$ cat config.mk
export PLATFORM = sky130hd
export DESIGN_NAME = ptw_timer_unit
export DESIGN_NICKNAME = d
export VERILOG_FILES = /design/src/hdl/ptw_pkg.sv /design/src/hdl/ptw_tick_if.sv /design/src/hdl/ptw_down_counter.sv /design/src/hdl/ptw_timer_unit.sv
export SDC_FILE = /design/constraint.sdc
export NUM_CORES = 1
export LEC_CHECK = 0
export ABC_AREA = 1
export BUFFER_PORTS_ARGS = -buffer_cell sky130_fd_sc_hd__buf_2
export CAP_MARGIN = 25
export CORE_MARGIN = 3
export CORE_UTILIZATION = 29
export CTS_CLUSTER_DIAMETER = 80
export CTS_CLUSTER_SIZE = 14
export DETAILED_ROUTE_END_ITERATION = 8
export GPL_ROUTABILITY_DRIVEN = 1
export SYNTH_ARGS = -nofsm -noshare
export SYNTH_HDL_FRONTEND = slang
export SYNTH_SLANG_ARGS = --single-unit
$ cat constraint.sdc
create_clock -name pclk -period 1.9 [get_ports pclk]
set_clock_uncertainty 0.15 [all_clocks]
set_input_delay 0.38 -clock pclk [delete_from_list [all_inputs] [get_ports pclk]]
set_output_delay 0.38 -clock pclk [all_outputs]
set_load 0.05 [all_outputs]
$ cat src/hdl/ptw_pkg.sv
// Package: register map, field layout, reset values and timing for the timer unit
package ptw_pkg;
  // Register word offsets (byte addresses)
  localparam logic [7:0] OFF_CTRL = 8'h00;
  localparam logic [7:0] OFF_PRESC = 8'h04;
  localparam logic [7:0] OFF_T1 = 8'h08;
  localparam logic [7:0] OFF_T2 = 8'h0C;
  localparam logic [7:0] OFF_T3 = 8'h10;
  localparam logic [7:0] OFF_RELOAD = 8'h14;
  localparam logic [7:0] OFF_FLAGS = 8'h18;
  localparam logic [7:0] OFF_WDOG = 8'h1C;
  // Control register bit positions
  localparam int CTRL_PS_RUN = 0;
  localparam int CTRL_T1_RUN = 1;
  localparam int CTRL_T2_RUN = 2;
  localparam int CTRL_T3_RUN = 3;
  localparam int CTRL_T1_EXT = 4;
  localparam int CTRL_T1_FALL = 5;
  localparam int CTRL_T2_SRC = 6;
  localparam int CTRL_T3_SRC = 7;
  localparam int CTRL_PWM_EN = 8;
  localparam int CTRL_PWM_EXP = 9;
  localparam int CTRL_EXT_CLK = 10;
  localparam int CTRL_PORTC = 11;
  localparam int CTRL_W = 12;
  // Watchdog command register bits
  localparam int WD_DISABLE = 0;
  localparam int WD_RESTART = 1;
  localparam int WD_POWEROFF = 2;
  // Reset values
  localparam logic [11:0] CTRL_RST = 12'h800;
  localparam logic [7:0] CNT_RST = 8'hFF;
  localparam logic [7:0] RELOAD_RST = 8'h00;
  // Timing
  localparam int CLK_MHZ = 250;
  localparam int PS_DIV_DEF = 4;
  localparam int WDT_W_DEF = 16;
endpackage

$ cat src/hdl/ptw_tick_if.sv
// Interface: one count-source tick and underflow pair per timer
`timescale 1ns/1ps
interface ptw_tick_if;
  logic tick;
  logic run;
  logic uflow;
  modport src (output tick, output run, input uflow);
  modport cnt (input tick, input run, output uflow);
endinterface

$ cat src/hdl/ptw_down_counter.sv
// Module: 8-bit reloading down counter without start-phase alignment
`timescale 1ns/1ps
module ptw_down_counter #(
  parameter int W = 8
) (
  // Clock and reset
  input wire logic pclk,
  input wire logic presetn,
  // Tick and status
  ptw_tick_if.cnt tk,
  // Load and reload
  input wire logic load,
  input wire logic [W-1:0] load_val,
  input wire logic [W-1:0] reload_val,
  output logic [W-1:0] count
);
  logic [W-1:0] cnt_q;
  logic [W-1:0] cnt_d;
  logic hit;
  // Count begins at first tick after start; the partial tick period is lost
  assign hit = tk.run && tk.tick;
  assign tk.uflow = hit && (cnt_q == '0);
  // Decrement on tick, reload after zero
  assign cnt_d = load ? load_val :
                 !hit ? cnt_q :
                 (cnt_q == '0) ? reload_val : cnt_q - 1'b1;
  assign count = cnt_q;
  always_ff @(posedge pclk or negedge presetn) begin
    if (!presetn) begin
      cnt_q <= '1;
    end else begin
      cnt_q <= cnt_d;
    end
  end
endmodule // ptw_down_counter

$ cat src/hdl/ptw_timer_unit.sv
// Top: prescaler, three timers with PWM, watchdog, APB register slave
// Notes on behaviour
// - Stopping timer 3 at its underflow may glitch PWM; avoid it.
// - Counting starts on the first count-source tick after start.
// - First underflow may come up to one source period early.
// - External count input clocks timer 1 on the selected edge.
// - Watchdog runs from reset release with no software action.
// - Disable followed at once by restart clears the enable flag.
// - Back-up entry clears the watchdog first-stage flag and sets the counter to all ones.
// - Back-up entry is refused while running from external clock.
//
// The APB register port and the register addresses were left to the implementer.
`timescale 1ns/1ps
module ptw_timer_unit #(
  parameter int PS_DIV = ptw_pkg::PS_DIV_DEF,
  parameter int WDT_W = ptw_pkg::WDT_W_DEF
) (
  // Clock and reset
  input wire logic pclk,
  input wire logic presetn,
  // APB slave
  input wire logic psel,
  input wire logic penable,
  input wire logic pwrite,
  input wire logic [7:0] paddr,
  input wire logic [31:0] pwdata,
  output logic [31:0] prdata,
  output logic pready,
  output logic pslverr,
  // Pins
  input wire logic external_count_input,
  output logic pwm_output_pin,
  // Status
  output logic watchdog_reset,
  output logic backup_active
);
  localparam int NT = 3;
  logic [11:0] ctrl_q;
  logic [7:0] ps_q;
  logic [7:0] ps_reload_q;
  logic [7:0] r1_q;
  logic [7:0] r2_q;
  logic [7:0] r3l_q;
  logic [7:0] r3h_q;
  logic [2:0] flag_q;
  logic ext_q;
  logic pwm_q;
  logic pwm_hi_q;
  logic wef_q;
  logic watchdog_first_stage_flag_q;
  logic dis_pend_q;
  logic [WDT_W-1:0] wdt_q;
  logic wdrst_q;
  logic bkup_q;
  logic [31:0] prdata_q;
  logic pready_q;
  logic pslverr_q;
  logic [$clog2(PS_DIV)-1:0] div_q;
  logic sys_tick;
  logic ps_tick;
  logic ext_edge;
  logic wr;
  logic rd;
  logic hit_ctrl;
  logic hit_ps;
  logic hit_t1;
  logic hit_t2;
  logic hit_t3;
  logic hit_rl;
  logic hit_fl;
  logic hit_wd;
  logic mapped;
  logic [7:0] cnt [NT];
  logic [7:0] rel [NT];
  logic [NT-1:0] ld;
  logic [NT-1:0] uf;
  logic [NT-1:0] src;
  logic [31:0] rdata;
  logic bkup_req;
  ptw_tick_if tki [NT] ();

  // APB decode
  // Writes land on the edge that samples pready high
  assign wr = psel && penable && pwrite && pready_q;
  assign rd = psel && penable && !pwrite && !pready_q;
  assign hit_ctrl = paddr == ptw_pkg::OFF_CTRL;
  assign hit_ps = paddr == ptw_pkg::OFF_PRESC;
  assign hit_t1 = paddr == ptw_pkg::OFF_T1;
  assign hit_t2 = paddr == ptw_pkg::OFF_T2;
  assign hit_t3 = paddr == ptw_pkg::OFF_T3;
  assign hit_rl = paddr == ptw_pkg::OFF_RELOAD;
  assign hit_fl = paddr == ptw_pkg::OFF_FLAGS;
  assign hit_wd = paddr == ptw_pkg::OFF_WDOG;
  assign mapped = hit_ctrl | hit_ps | hit_t1 | hit_t2 | hit_t3 | hit_rl |
                  hit_fl | hit_wd;

  // System divider and prescaler ticks
  assign sys_tick = div_q == '0;
  assign ps_tick = ctrl_q[ptw_pkg::CTRL_PS_RUN] && sys_tick && ps_q == '0;
  // Selected edge of the external count input
  assign ext_edge = ctrl_q[ptw_pkg::CTRL_T1_FALL] ?
                    (ext_q && !external_count_input) :
                    (!ext_q && external_count_input);

  assign src[0] = ctrl_q[ptw_pkg::CTRL_T1_EXT] ? ext_edge : ps_tick;
  assign src[1] = ctrl_q[ptw_pkg::CTRL_T2_SRC] ? uf[0] : ps_tick;
  assign src[2] = ctrl_q[ptw_pkg::CTRL_T3_SRC] ? uf[1] : ps_tick;
  assign ld[0] = wr && hit_t1;
  assign ld[1] = wr && hit_t2;
  assign ld[2] = wr && hit_t3;
  assign rel[0] = r1_q;
  assign rel[1] = r2_q;
  // Timer 3 alternates reloads in PWM mode
  assign rel[2] = (ctrl_q[ptw_pkg::CTRL_PWM_EN] && !pwm_hi_q) ? r3h_q :
                  r3l_q;

  genvar gi;
  generate
    for (gi = 0; gi < NT; gi++) begin : g_tmr
      assign tki[gi].tick = src[gi];
      assign tki[gi].run = ctrl_q[ptw_pkg::CTRL_T1_RUN + gi];
      assign uf[gi] = tki[gi].uflow;
      ptw_down_counter #(.W(8)) u_cnt (
        .pclk(pclk),
        .presetn(presetn),
        .tk(tki[gi]),
        .load(ld[gi]),
        .load_val(pwdata[7:0]),
        .reload_val(rel[gi]),
        .count(cnt[gi])
      );
    end
  endgenerate

  // Back-up entry refused on external clock
  assign bkup_req = wr && hit_wd && pwdata[ptw_pkg::WD_POWEROFF] &&
                    !ctrl_q[ptw_pkg::CTRL_EXT_CLK];

  assign rdata = hit_ctrl ? {20'h0_0000, ctrl_q} :
                 hit_ps ? {16'h0000, ps_reload_q, ps_q} :
                 hit_t1 ? {24'h00_0000, cnt[0]} :
                 hit_t2 ? {24'h00_0000, cnt[1]} :
                 hit_t3 ? {24'h00_0000, cnt[2]} :
                 hit_rl ? {r3h_q, r3l_q, r2_q, r1_q} :
                 hit_fl ? {29'h0000_0000, flag_q} :
                 hit_wd ? {{(29 - WDT_W){1'b0}}, wdt_q, watchdog_first_stage_flag_q, wef_q,
                           bkup_q} : 32'h0000_0000;

  always_ff @(posedge pclk or negedge presetn) begin
    if (!presetn) begin
      pready_q <= 1'b0;
      pslverr_q <= 1'b0;
      prdata_q <= 32'h0000_0000;
    end else begin
      pready_q <= psel && penable && !pready_q;
      pslverr_q <= psel && penable && !pready_q && !mapped;
      if (rd) prdata_q <= rdata;
    end
  end

  // Control and reload registers
  always_ff @(posedge pclk or negedge presetn) begin
    if (!presetn) begin
      ctrl_q <= ptw_pkg::CTRL_RST;
      ps_reload_q <= ptw_pkg::RELOAD_RST;
      {r3h_q, r3l_q, r2_q, r1_q} <= 32'h0000_0000;
    end else if (wr && hit_ctrl) begin
      ctrl_q <= pwdata[ptw_pkg::CTRL_W-1:0];
    end else if (wr && hit_ps) begin
      ps_reload_q <= pwdata[15:8];
    end else if (wr && hit_rl) begin
      {r3h_q, r3l_q, r2_q, r1_q} <= pwdata;
    end else if (wr && hit_t3) begin
      r3l_q <= pwdata[15:8];
    end
  end

  // Divider, prescaler, edge register, flags
  always_ff @(posedge pclk or negedge presetn) begin
    if (!presetn) begin
      div_q <= '0;
      ps_q <= ptw_pkg::CNT_RST;
      ext_q <= 1'b0;
      flag_q <= 3'h0;
    end else begin
      div_q <= (div_q == $bits(div_q)'(PS_DIV - 1)) ? '0 : div_q + 1'b1;
      ext_q <= external_count_input;
      if (wr && hit_ps) ps_q <= pwdata[7:0];
      else if (ctrl_q[ptw_pkg::CTRL_PS_RUN] && sys_tick)
        ps_q <= (ps_q == '0) ? ps_reload_q : ps_q - 1'b1;
      // Set wins over write-one-to-clear
      flag_q <= (flag_q & ~(wr && hit_fl ? pwdata[2:0] : 3'h0)) | uf;
    end
  end

  // PWM output, forced high by the port C latch
  always_ff @(posedge pclk or negedge presetn) begin
    if (!presetn) begin
      pwm_hi_q <= 1'b0;
      pwm_q <= 1'b0;
    end else begin
      if (!ctrl_q[ptw_pkg::CTRL_PWM_EN]) pwm_hi_q <= 1'b0;
      // A stopped timer 3 raises no underflow, so no toggle
      else if (uf[2]) pwm_hi_q <= !pwm_hi_q;
      pwm_q <= (pwm_hi_q && ctrl_q[ptw_pkg::CTRL_PWM_EN]) ||
               ctrl_q[ptw_pkg::CTRL_PORTC];
    end
  end

  // Watchdog
  always_ff @(posedge pclk or negedge presetn) begin
    if (!presetn) begin
      wef_q <= 1'b1;
      watchdog_first_stage_flag_q <= 1'b0;
      dis_pend_q <= 1'b0;
      wdt_q <= '1;
      wdrst_q <= 1'b0;
      bkup_q <= 1'b0;
    end else begin
      wdrst_q <= 1'b0;
      if (wr && hit_wd) begin
        dis_pend_q <= pwdata[ptw_pkg::WD_DISABLE];
        if (pwdata[ptw_pkg::WD_RESTART]) begin
          watchdog_first_stage_flag_q <= 1'b0;
          if (dis_pend_q) wef_q <= 1'b0;
        end
      end
      if (bkup_req) begin
        bkup_q <= 1'b1;
        watchdog_first_stage_flag_q <= 1'b0;
        wdt_q <= '1;
      end else if (wef_q && !bkup_q && sys_tick) begin
        wdt_q <= wdt_q - 1'b1;
        if (wdt_q == '0) begin
          if (watchdog_first_stage_flag_q) wdrst_q <= 1'b1;
          watchdog_first_stage_flag_q <= 1'b1;
        end
      end
    end
  end

  assign prdata = prdata_q;
  assign pready = pready_q;
  assign pslverr = pslverr_q;
  assign pwm_output_pin = pwm_q;
  assign watchdog_reset = wdrst_q;
  assign backup_active = bkup_q;
endmodule // ptw_timer_unit

# Word level (Yosys, flattened, before mapping)
# Cells that the tools add are included.
[totals] regBits=147 inputBits=46
[op_classes] reduce_logical=57 n_bitwise=12 mux=42 n_addsub=6 eq_ne=9
[op_table] op="two-way mux 32 bit" count=6
[op_table] op="two-way mux 8 bit" count=15
[op_table] op="zero test 8 bit" count=5
[op_table] op="two-way mux 19 bit" count=2
[op_table] op="== test 8 x 5 -> 1 bit, second input constant" count=4
[op_table] op="two-way mux 16 bit" count=2
[op_table] op="subtractor 8 x 1 -> 8 bit, second input constant" count=4
[op_table] op="logical AND 1 bit" count=31
[op_table] op="== test 8 x 4 -> 1 bit, second input constant" count=2
[op_table] op="zero test 16 bit" count=1
[op_table] op="subtractor 16 x 1 -> 16 bit, second input constant" count=1
[op_table] op="two-way mux 1 bit" count=15
[op_table] op="nonzero test 2 bit" count=6
[op_table] op="AND reduction 3 bit" count=3
[op_table] op="== test 8 x 3 -> 1 bit, second input constant" count=1
[op_table] op="zero test 1 bit" count=8
[op_table] op="bitwise OR 1 bit" count=7
[op_table] op="AND 3 bit" count=1
[op_table] op="two-way mux 3 bit" count=1
[op_table] op="NOT 3 bit" count=1
[op_table] op="bitwise OR 3 bit" count=1
[op_table] op="adder 2 x 1 -> 2 bit, second input constant" count=1
[op_table] op="== test 2 bit, second input constant" count=1
[op_table] op="zero test 2 bit" count=1
[op_table] op="other kinds (5)" count=6

# Depth between registers and ports, before layout
[depth] ltp_word=14 mapped_depth=15

# Modules after synthesis
# From an unflattened synthesis, not the netlist that was laid out.
[hier_totals] cells_unflattened=1186 area_unflattened_um2=8774.7
[by_module_without_submodules] module="ptw_timer_unit" area_each_um2=6443.7 cells_per_inst=817 n_inst=1
[by_module_without_submodules] module="ptw_down_counter" area_each_um2=777.0 cells_per_inst=123 n_inst=3

# Least setup slack after synthesis
# Ideal clock, no wire load.
[synth_path] path_kind="reg2reg" start="register pready_q, in the netlist pready" end="register r3l_q[5]" n_path_buf=2 setup_ps=121 setup_slack_ps=-161 required_ps=1629 path_stages_with_launch=8 t_arrival_ps=1789 path_cell_list="dfrtp_1 -> nand4_1 -> inv_2 -> nand2_2 -> buf_6 -> buf_2 -> o21ai_0 -> o21ai_1"
[synth_between] elab_chain_len=4
[synth_rtl] element="start, declared" line="ptw_timer_unit.sv:56" text="logic pready_q;"
[synth_rtl] element="start signal, assigned" line="ptw_timer_unit.sv:155" text="pready_q <= psel && penable && !pready_q;"
[synth_rtl] element="logical AND 1 bit *" line="ptw_timer_unit.sv:84" text="assign wr = psel && penable && pwrite && pready_q;"
[synth_rtl] element="logical AND 1 bit (on tied branches)"
[synth_rtl] element="nonzero test 2 bit (no source line) or NOT 1 bit (tied branches)"
[synth_rtl] element="AND reduction 3 bit (no source line)"
[synth_rtl] element="end signal, assigned" line="ptw_timer_unit.sv:172" text="{r3h_q, r3l_q, r2_q, r1_q} <= pwdata;"
[synth_rtl] element="end signal, assigned" line="ptw_timer_unit.sv:174" text="r3l_q <= pwdata[15:8];"
[synth_rtl] element="end, declared" line="ptw_timer_unit.sv:43" text="logic [7:0] r3l_q;"
# Mark *: on every way between the ends. The rest lies on a longest branch, timed or not.
# A chain may end at the register's enable or synchronous reset.

# Worst setup path after layout
[layout_path] start="register div_q[1]" end="register g_tmr[2].u_cnt.cnt_q[6]"
[layout_between] elab_chain_len=12
[layout_rtl] element="start, declared" line="ptw_timer_unit.sv:58" text="logic [$clog2(PS_DIV)-1:0] div_q;"
[layout_rtl] element="start signal, assigned" line="ptw_timer_unit.sv:186" text="div_q <= (div_q == $bits(div_q)'(PS_DIV - 1)) ? '0 : div_q + 1'b1;"
[layout_rtl] element="zero test 2 bit *" line="ptw_timer_unit.sv:98" text="assign sys_tick = div_q == '0;"
[layout_rtl] element="logical AND 1 bit * (2 in a row)" line="ptw_timer_unit.sv:99" text="assign ps_tick = ctrl_q[ptw_pkg::CTRL_PS_RUN] && sys_tick && ps_q == '0;"
[layout_rtl] element="two-way mux 1 bit" line="ptw_timer_unit.sv:105" text="assign src[0] = ctrl_q[ptw_pkg::CTRL_T1_EXT] ? ext_edge : ps_tick;"
[layout_rtl] element="logical AND 1 bit" line="ptw_down_counter.sv:21" text="assign hit = tk.run && tk.tick;"
[layout_rtl] element="logical AND 1 bit" line="ptw_down_counter.sv:22" text="assign tk.uflow = hit && (cnt_q == '0);"
[layout_rtl] element="two-way mux 1 bit" line="ptw_timer_unit.sv:106" text="assign src[1] = ctrl_q[ptw_pkg::CTRL_T2_SRC] ? uf[0] : ps_tick;"
[layout_rtl] element="logical AND 1 bit" line="ptw_down_counter.sv:21"
[layout_rtl] element="logical AND 1 bit" line="ptw_down_counter.sv:22"
[layout_rtl] element="two-way mux 1 bit *" line="ptw_timer_unit.sv:107" text="assign src[2] = ctrl_q[ptw_pkg::CTRL_T3_SRC] ? uf[1] : ps_tick;"
[layout_rtl] element="logical AND 1 bit *" line="ptw_down_counter.sv:21"
[layout_rtl] element="nonzero test 2 bit (no source line) *"
[layout_rtl] element="end signal, assigned" line="ptw_down_counter.sv:32" text="cnt_q <= cnt_d;"
[layout_rtl] element="end, declared" line="ptw_down_counter.sv:17" text="logic [W-1:0] cnt_q;"
# Marks and branches as above.

==> impl_metrics.json <==
{
  "status": "complete, but fails checks",
  "violations": "negative setup slack",
  "clock_path_buffers": 2,
  "via_per_inst": 5.00,
  "use_met1_pct": 24.3,
  "maxSlewHeadroom_pct": 60.5,
  "dieArea_sq_um": 30000,
  "die_y_um": 173,
  "worstSetupStartpointType": "flip-flop",
  "grt_pass1_vias": 7829,
  "grt_use_met2_pct": 31.3,
  "worstSkewPairLatency_ns": 0.44,
  "grt-busiest-layer": "met2",
  "rsz0062_at_grt": "true",
  "vias": 8055,
  "ys.flop_type": "dfrtp_1",
  "powerDensity_nw_per_um2": 640,
  "synthAdderAreaFrac_pct": 1.70,
  "cp_max_fo": 7,
  "io_pins": 83,
  "holdPathEnd": "r3h_q[5]",
  "drtPass1Iterations": 6,
  "synthSimpleGateAreaFrac_pct": 24.9,
  "initialDrtViolationCount": 683,
  "syn_area_sq_um": 8120,
  "synthCells": 1024,
  "ys_seq_area_share_pct": 46.1,
  "antenna_found_initial": 0,
  "setup_slack_ns": -0.0770,
  "synthArstFlopShare_pct": 100,
  "r2r-start": "div_q[1]",
  "reg2reg_slack_ns": -0.08,
  "synth-xor-area-share_pct": 1.08,
  "start_util_pct": 29.8,
  "reg2regPathDepth": 15,
  "yosys_warnings": 0,
  "grtUsageMet3_pct": 3.57,
  "muxShareOfSynthArea_pct": 0,
  "grt_max_degree": 42,
  "synth-edff-count": 0,
  "wire_per_inst_um": 17.8,
  "holdPathStages": 3,
  "p_leak_nw": 5.27,
  "hold_viol_final": 0,
  "synth_cell_types": 46,
  "min_from": "pwdata[29]",
  "h-tree-depth": 4,
  "endpoint_kind": "flip-flop",
  "synth_compound_area_share_pct": 17.6,
  "setup_violations": 17,
  "drc": 0,
  "grt_overflow": 0,
  "routed_wl_um": 28700,
  "gp_congestion": 0.941,
  "grt_pass1_wl_um": 44000,
  "clockRootBuffer": "clkbuf_16",
  "fin_area_sq_um": 10900,
  "syn_to_final_growth_pct": 33.8,
  "drv_slew": 0,
  "clkTransAtPathRegs_ns": 0.07,
  "hpwl_um": 22000,
  "nets": 1282,
  "rows": 60,
  "worstSetupStartpoint": "div_q[1]",
  "die_w_um": 173,
  "io_buffers": 82,
  "ys_ff_latch": 147,
  "holdWs_ns": 0.0326,
  "cts_tree": "done",
  "cp.arrival_ns": 2.20,
  "synth_top_family_by_area": "simple AND/OR/NAND/NOR gates",
  "clock_sinks": 147,
  "grt_usage_pct": 18.7,
  "numCtsBuffers": 17,
  "tightest_slew_ns": 0.591,
  "worstPathRequired_ns": 2.12,
  "hold_path_class": "in2reg",
  "syn_nets": 1081,
  "max_freq_mhz": 506,
  "reg2reg_to": "g_tmr[2].u_cnt.count[6]",
  "min_period_over_period_pct": 104,
  "layout-drive-gt1-share_pct": 33.9,
  "core-area_sq_um": 27300,
  "placed_area_sq_um": 9790,
  "ir_drop_uv": 465,
  "diodes": 0,
  "postRouteAntennaNets": 0,
  "max-cap-violations": 0,
  "synth.avg_cell_area_sq_um": 7.93,
  "fillers": 2746,
  "crit_type": "reg2reg",
  "fin_crit_ns": 1.98
}
per-stage QoR:
| step | setup TNS [ns] | util (%) | setup WS (ns) | std cells | total power [mW] |
|---|---|---|---|---|---|
| floorplan | 0 | - | 0.0257 | 1024 | 3.40 |
| global placement | -2.13 | 35.9 | -0.118 | 1562 | 3.65 |
| detailed placement | -3.23 | 35.9 | -0.138 | 1562 | 3.65 |
| CTS | -0.126 | 38.7 | -0.0293 | 1600 | 7.01 |
| global route | -3.07 | 39.9 | -0.225 | 1610 | 7.17 |
| finish | -0.587 | 39.9 | -0.0770 | 1610 | 6.95 |
registers in the layout, indices dropped and copies added, names as in the netlist, 8 cells and up:
signal             flops
ps_reload_q            8
ps_q                   8
r3l_q                  8
r2_q                   8
prdata                32
ctrl_q                12
g_tmr.u_cnt.count     24
r1_q                   8
wdt_q                 16
r3h_q                  8
logic make-up (layout without fill, tap and decap cells):
group,Yosys count,after routing
AO/OA/AOI/OAI,247,247
adder cells (fa/ha/maj),11,11
flip-flops,147,147
XOR/XNOR,10,10
AND/OR/NAND/NOR,436,438
buffers and inverters,173,385
cell usage in the layout (no fill, tap or decap), drive strengths merged, types with 4 or more instances in the layout:
cell type	count
o31ai	10
nor2	83
nand4	22
nor3	13
buf	211
clkinv	4
nand2	253
o211ai	16
o22ai	6
ha	11
dfrtp	97
o21ai	134
dfstp	50
o221ai	21
xor2	8
clkbuf	17
a21oi	48
nand3	60
inv	146
worst max path at each step:
stage                               to  depth (start not counted)
2_1_floorplan                wdt_q[14]                         12
3_3_place_gp                 prdata[0]                         13
6_report       g_tmr[2].u_cnt.count[6]                         15
4_1_cts                       pwm_hi_q                         13
3_5_place_dp                 prdata[0]                         13
5_1_grt                      wdt_q[14]                         13
power breakdown:
group	switching [mW]	internal [mW]	total [mW]	leakage, nW
logic	0.300	0.123	0.423	3.18
clock network	1.51	1.84	3.35	0.273
registers	0.0203	3.16	3.18	1.82
layout make-up:
class | count | area (sq um) | area share [%]
timing repair buffer | 214 | 1510 | 13.9
multi-input combinational | 706 | 4050 | 37.3
sequential | 147 | 3740 | 34.5
inverter | 139 | 527 | 4.85
tap | 372 | 465 | 4.29
clock inverter | 15 | 145 | 1.34
clock buffer | 17 | 425 | 3.92
critical path, stage by stage (launching register included):
cell	delay [ns]
dfrtp_1	0.40
inv_2	0.08
ha_4	0.15
nand2_1	0.08
inv_2	0.07
nand3_2	0.11
inv_2	0.09
nor2_2	0.04
nor2_2	0.14
nand3_2	0.12
nand2_4	0.13
nand2_8	0.09
nand2_8	0.10
nand2_2	0.06
nand2_1	0.06
inv_1	0.04
metal layers:
layer / share of wire, % / routed length (um)
met1: 43 / 12400
met4: 3.0 / 870
met3: 5.6 / 1600
met2: 48 / 13800
met5: 0 / 0
Yosys cell counts, types with 2 or more instances:
master / n / area share [%]
o22ai_1: 6 / 0.46
inv_1: 128 / 5.9
o21ai_0: 116 / 7.2
nor2_2: 6 / 0.46
nand4_1: 21 / 1.6
o21bai_1: 3 / 0.28
buf_6: 3 / 0.42
o21ai_1: 18 / 1.1
nand2_2: 12 / 0.92
a21oi_1: 48 / 3.0
clkbuf_1: 14 / 0.65
o211ai_1: 15 / 1.4
nand3_1: 55 / 3.4
dfstp_2: 50 / 16
ha_1: 11 / 1.7
nand2_1: 235 / 11
o221ai_1: 21 / 2.3
nor2_1: 71 / 3.3
nor3_2: 5 / 0.62
nand2_4: 4 / 0.55
a31oi_1: 2 / 0.15
dfrtp_1: 97 / 30
buf_4: 3 / 0.28
nand3_2: 4 / 0.49
buf_2: 14 / 0.86
nor2_4: 6 / 0.83
inv_2: 11 / 0.51
nor4_1: 2 / 0.15
o2111ai_1: 3 / 0.32
nor3_1: 7 / 0.43
xor2_1: 8 / 0.86
xnor2_1: 2 / 0.22
o31ai_1: 10 / 0.92
what timing repair did:
action	4_1_cts	5_1_grt
hold endpoints to repair	54	0
hold buffers	3	0
endpoints found under the setup margin	26	43
buffers inserted	2	9
cloned	1	1
pin swaps	8	18
gates resized for setup	33	68
(Power assumes the default switching activity.)
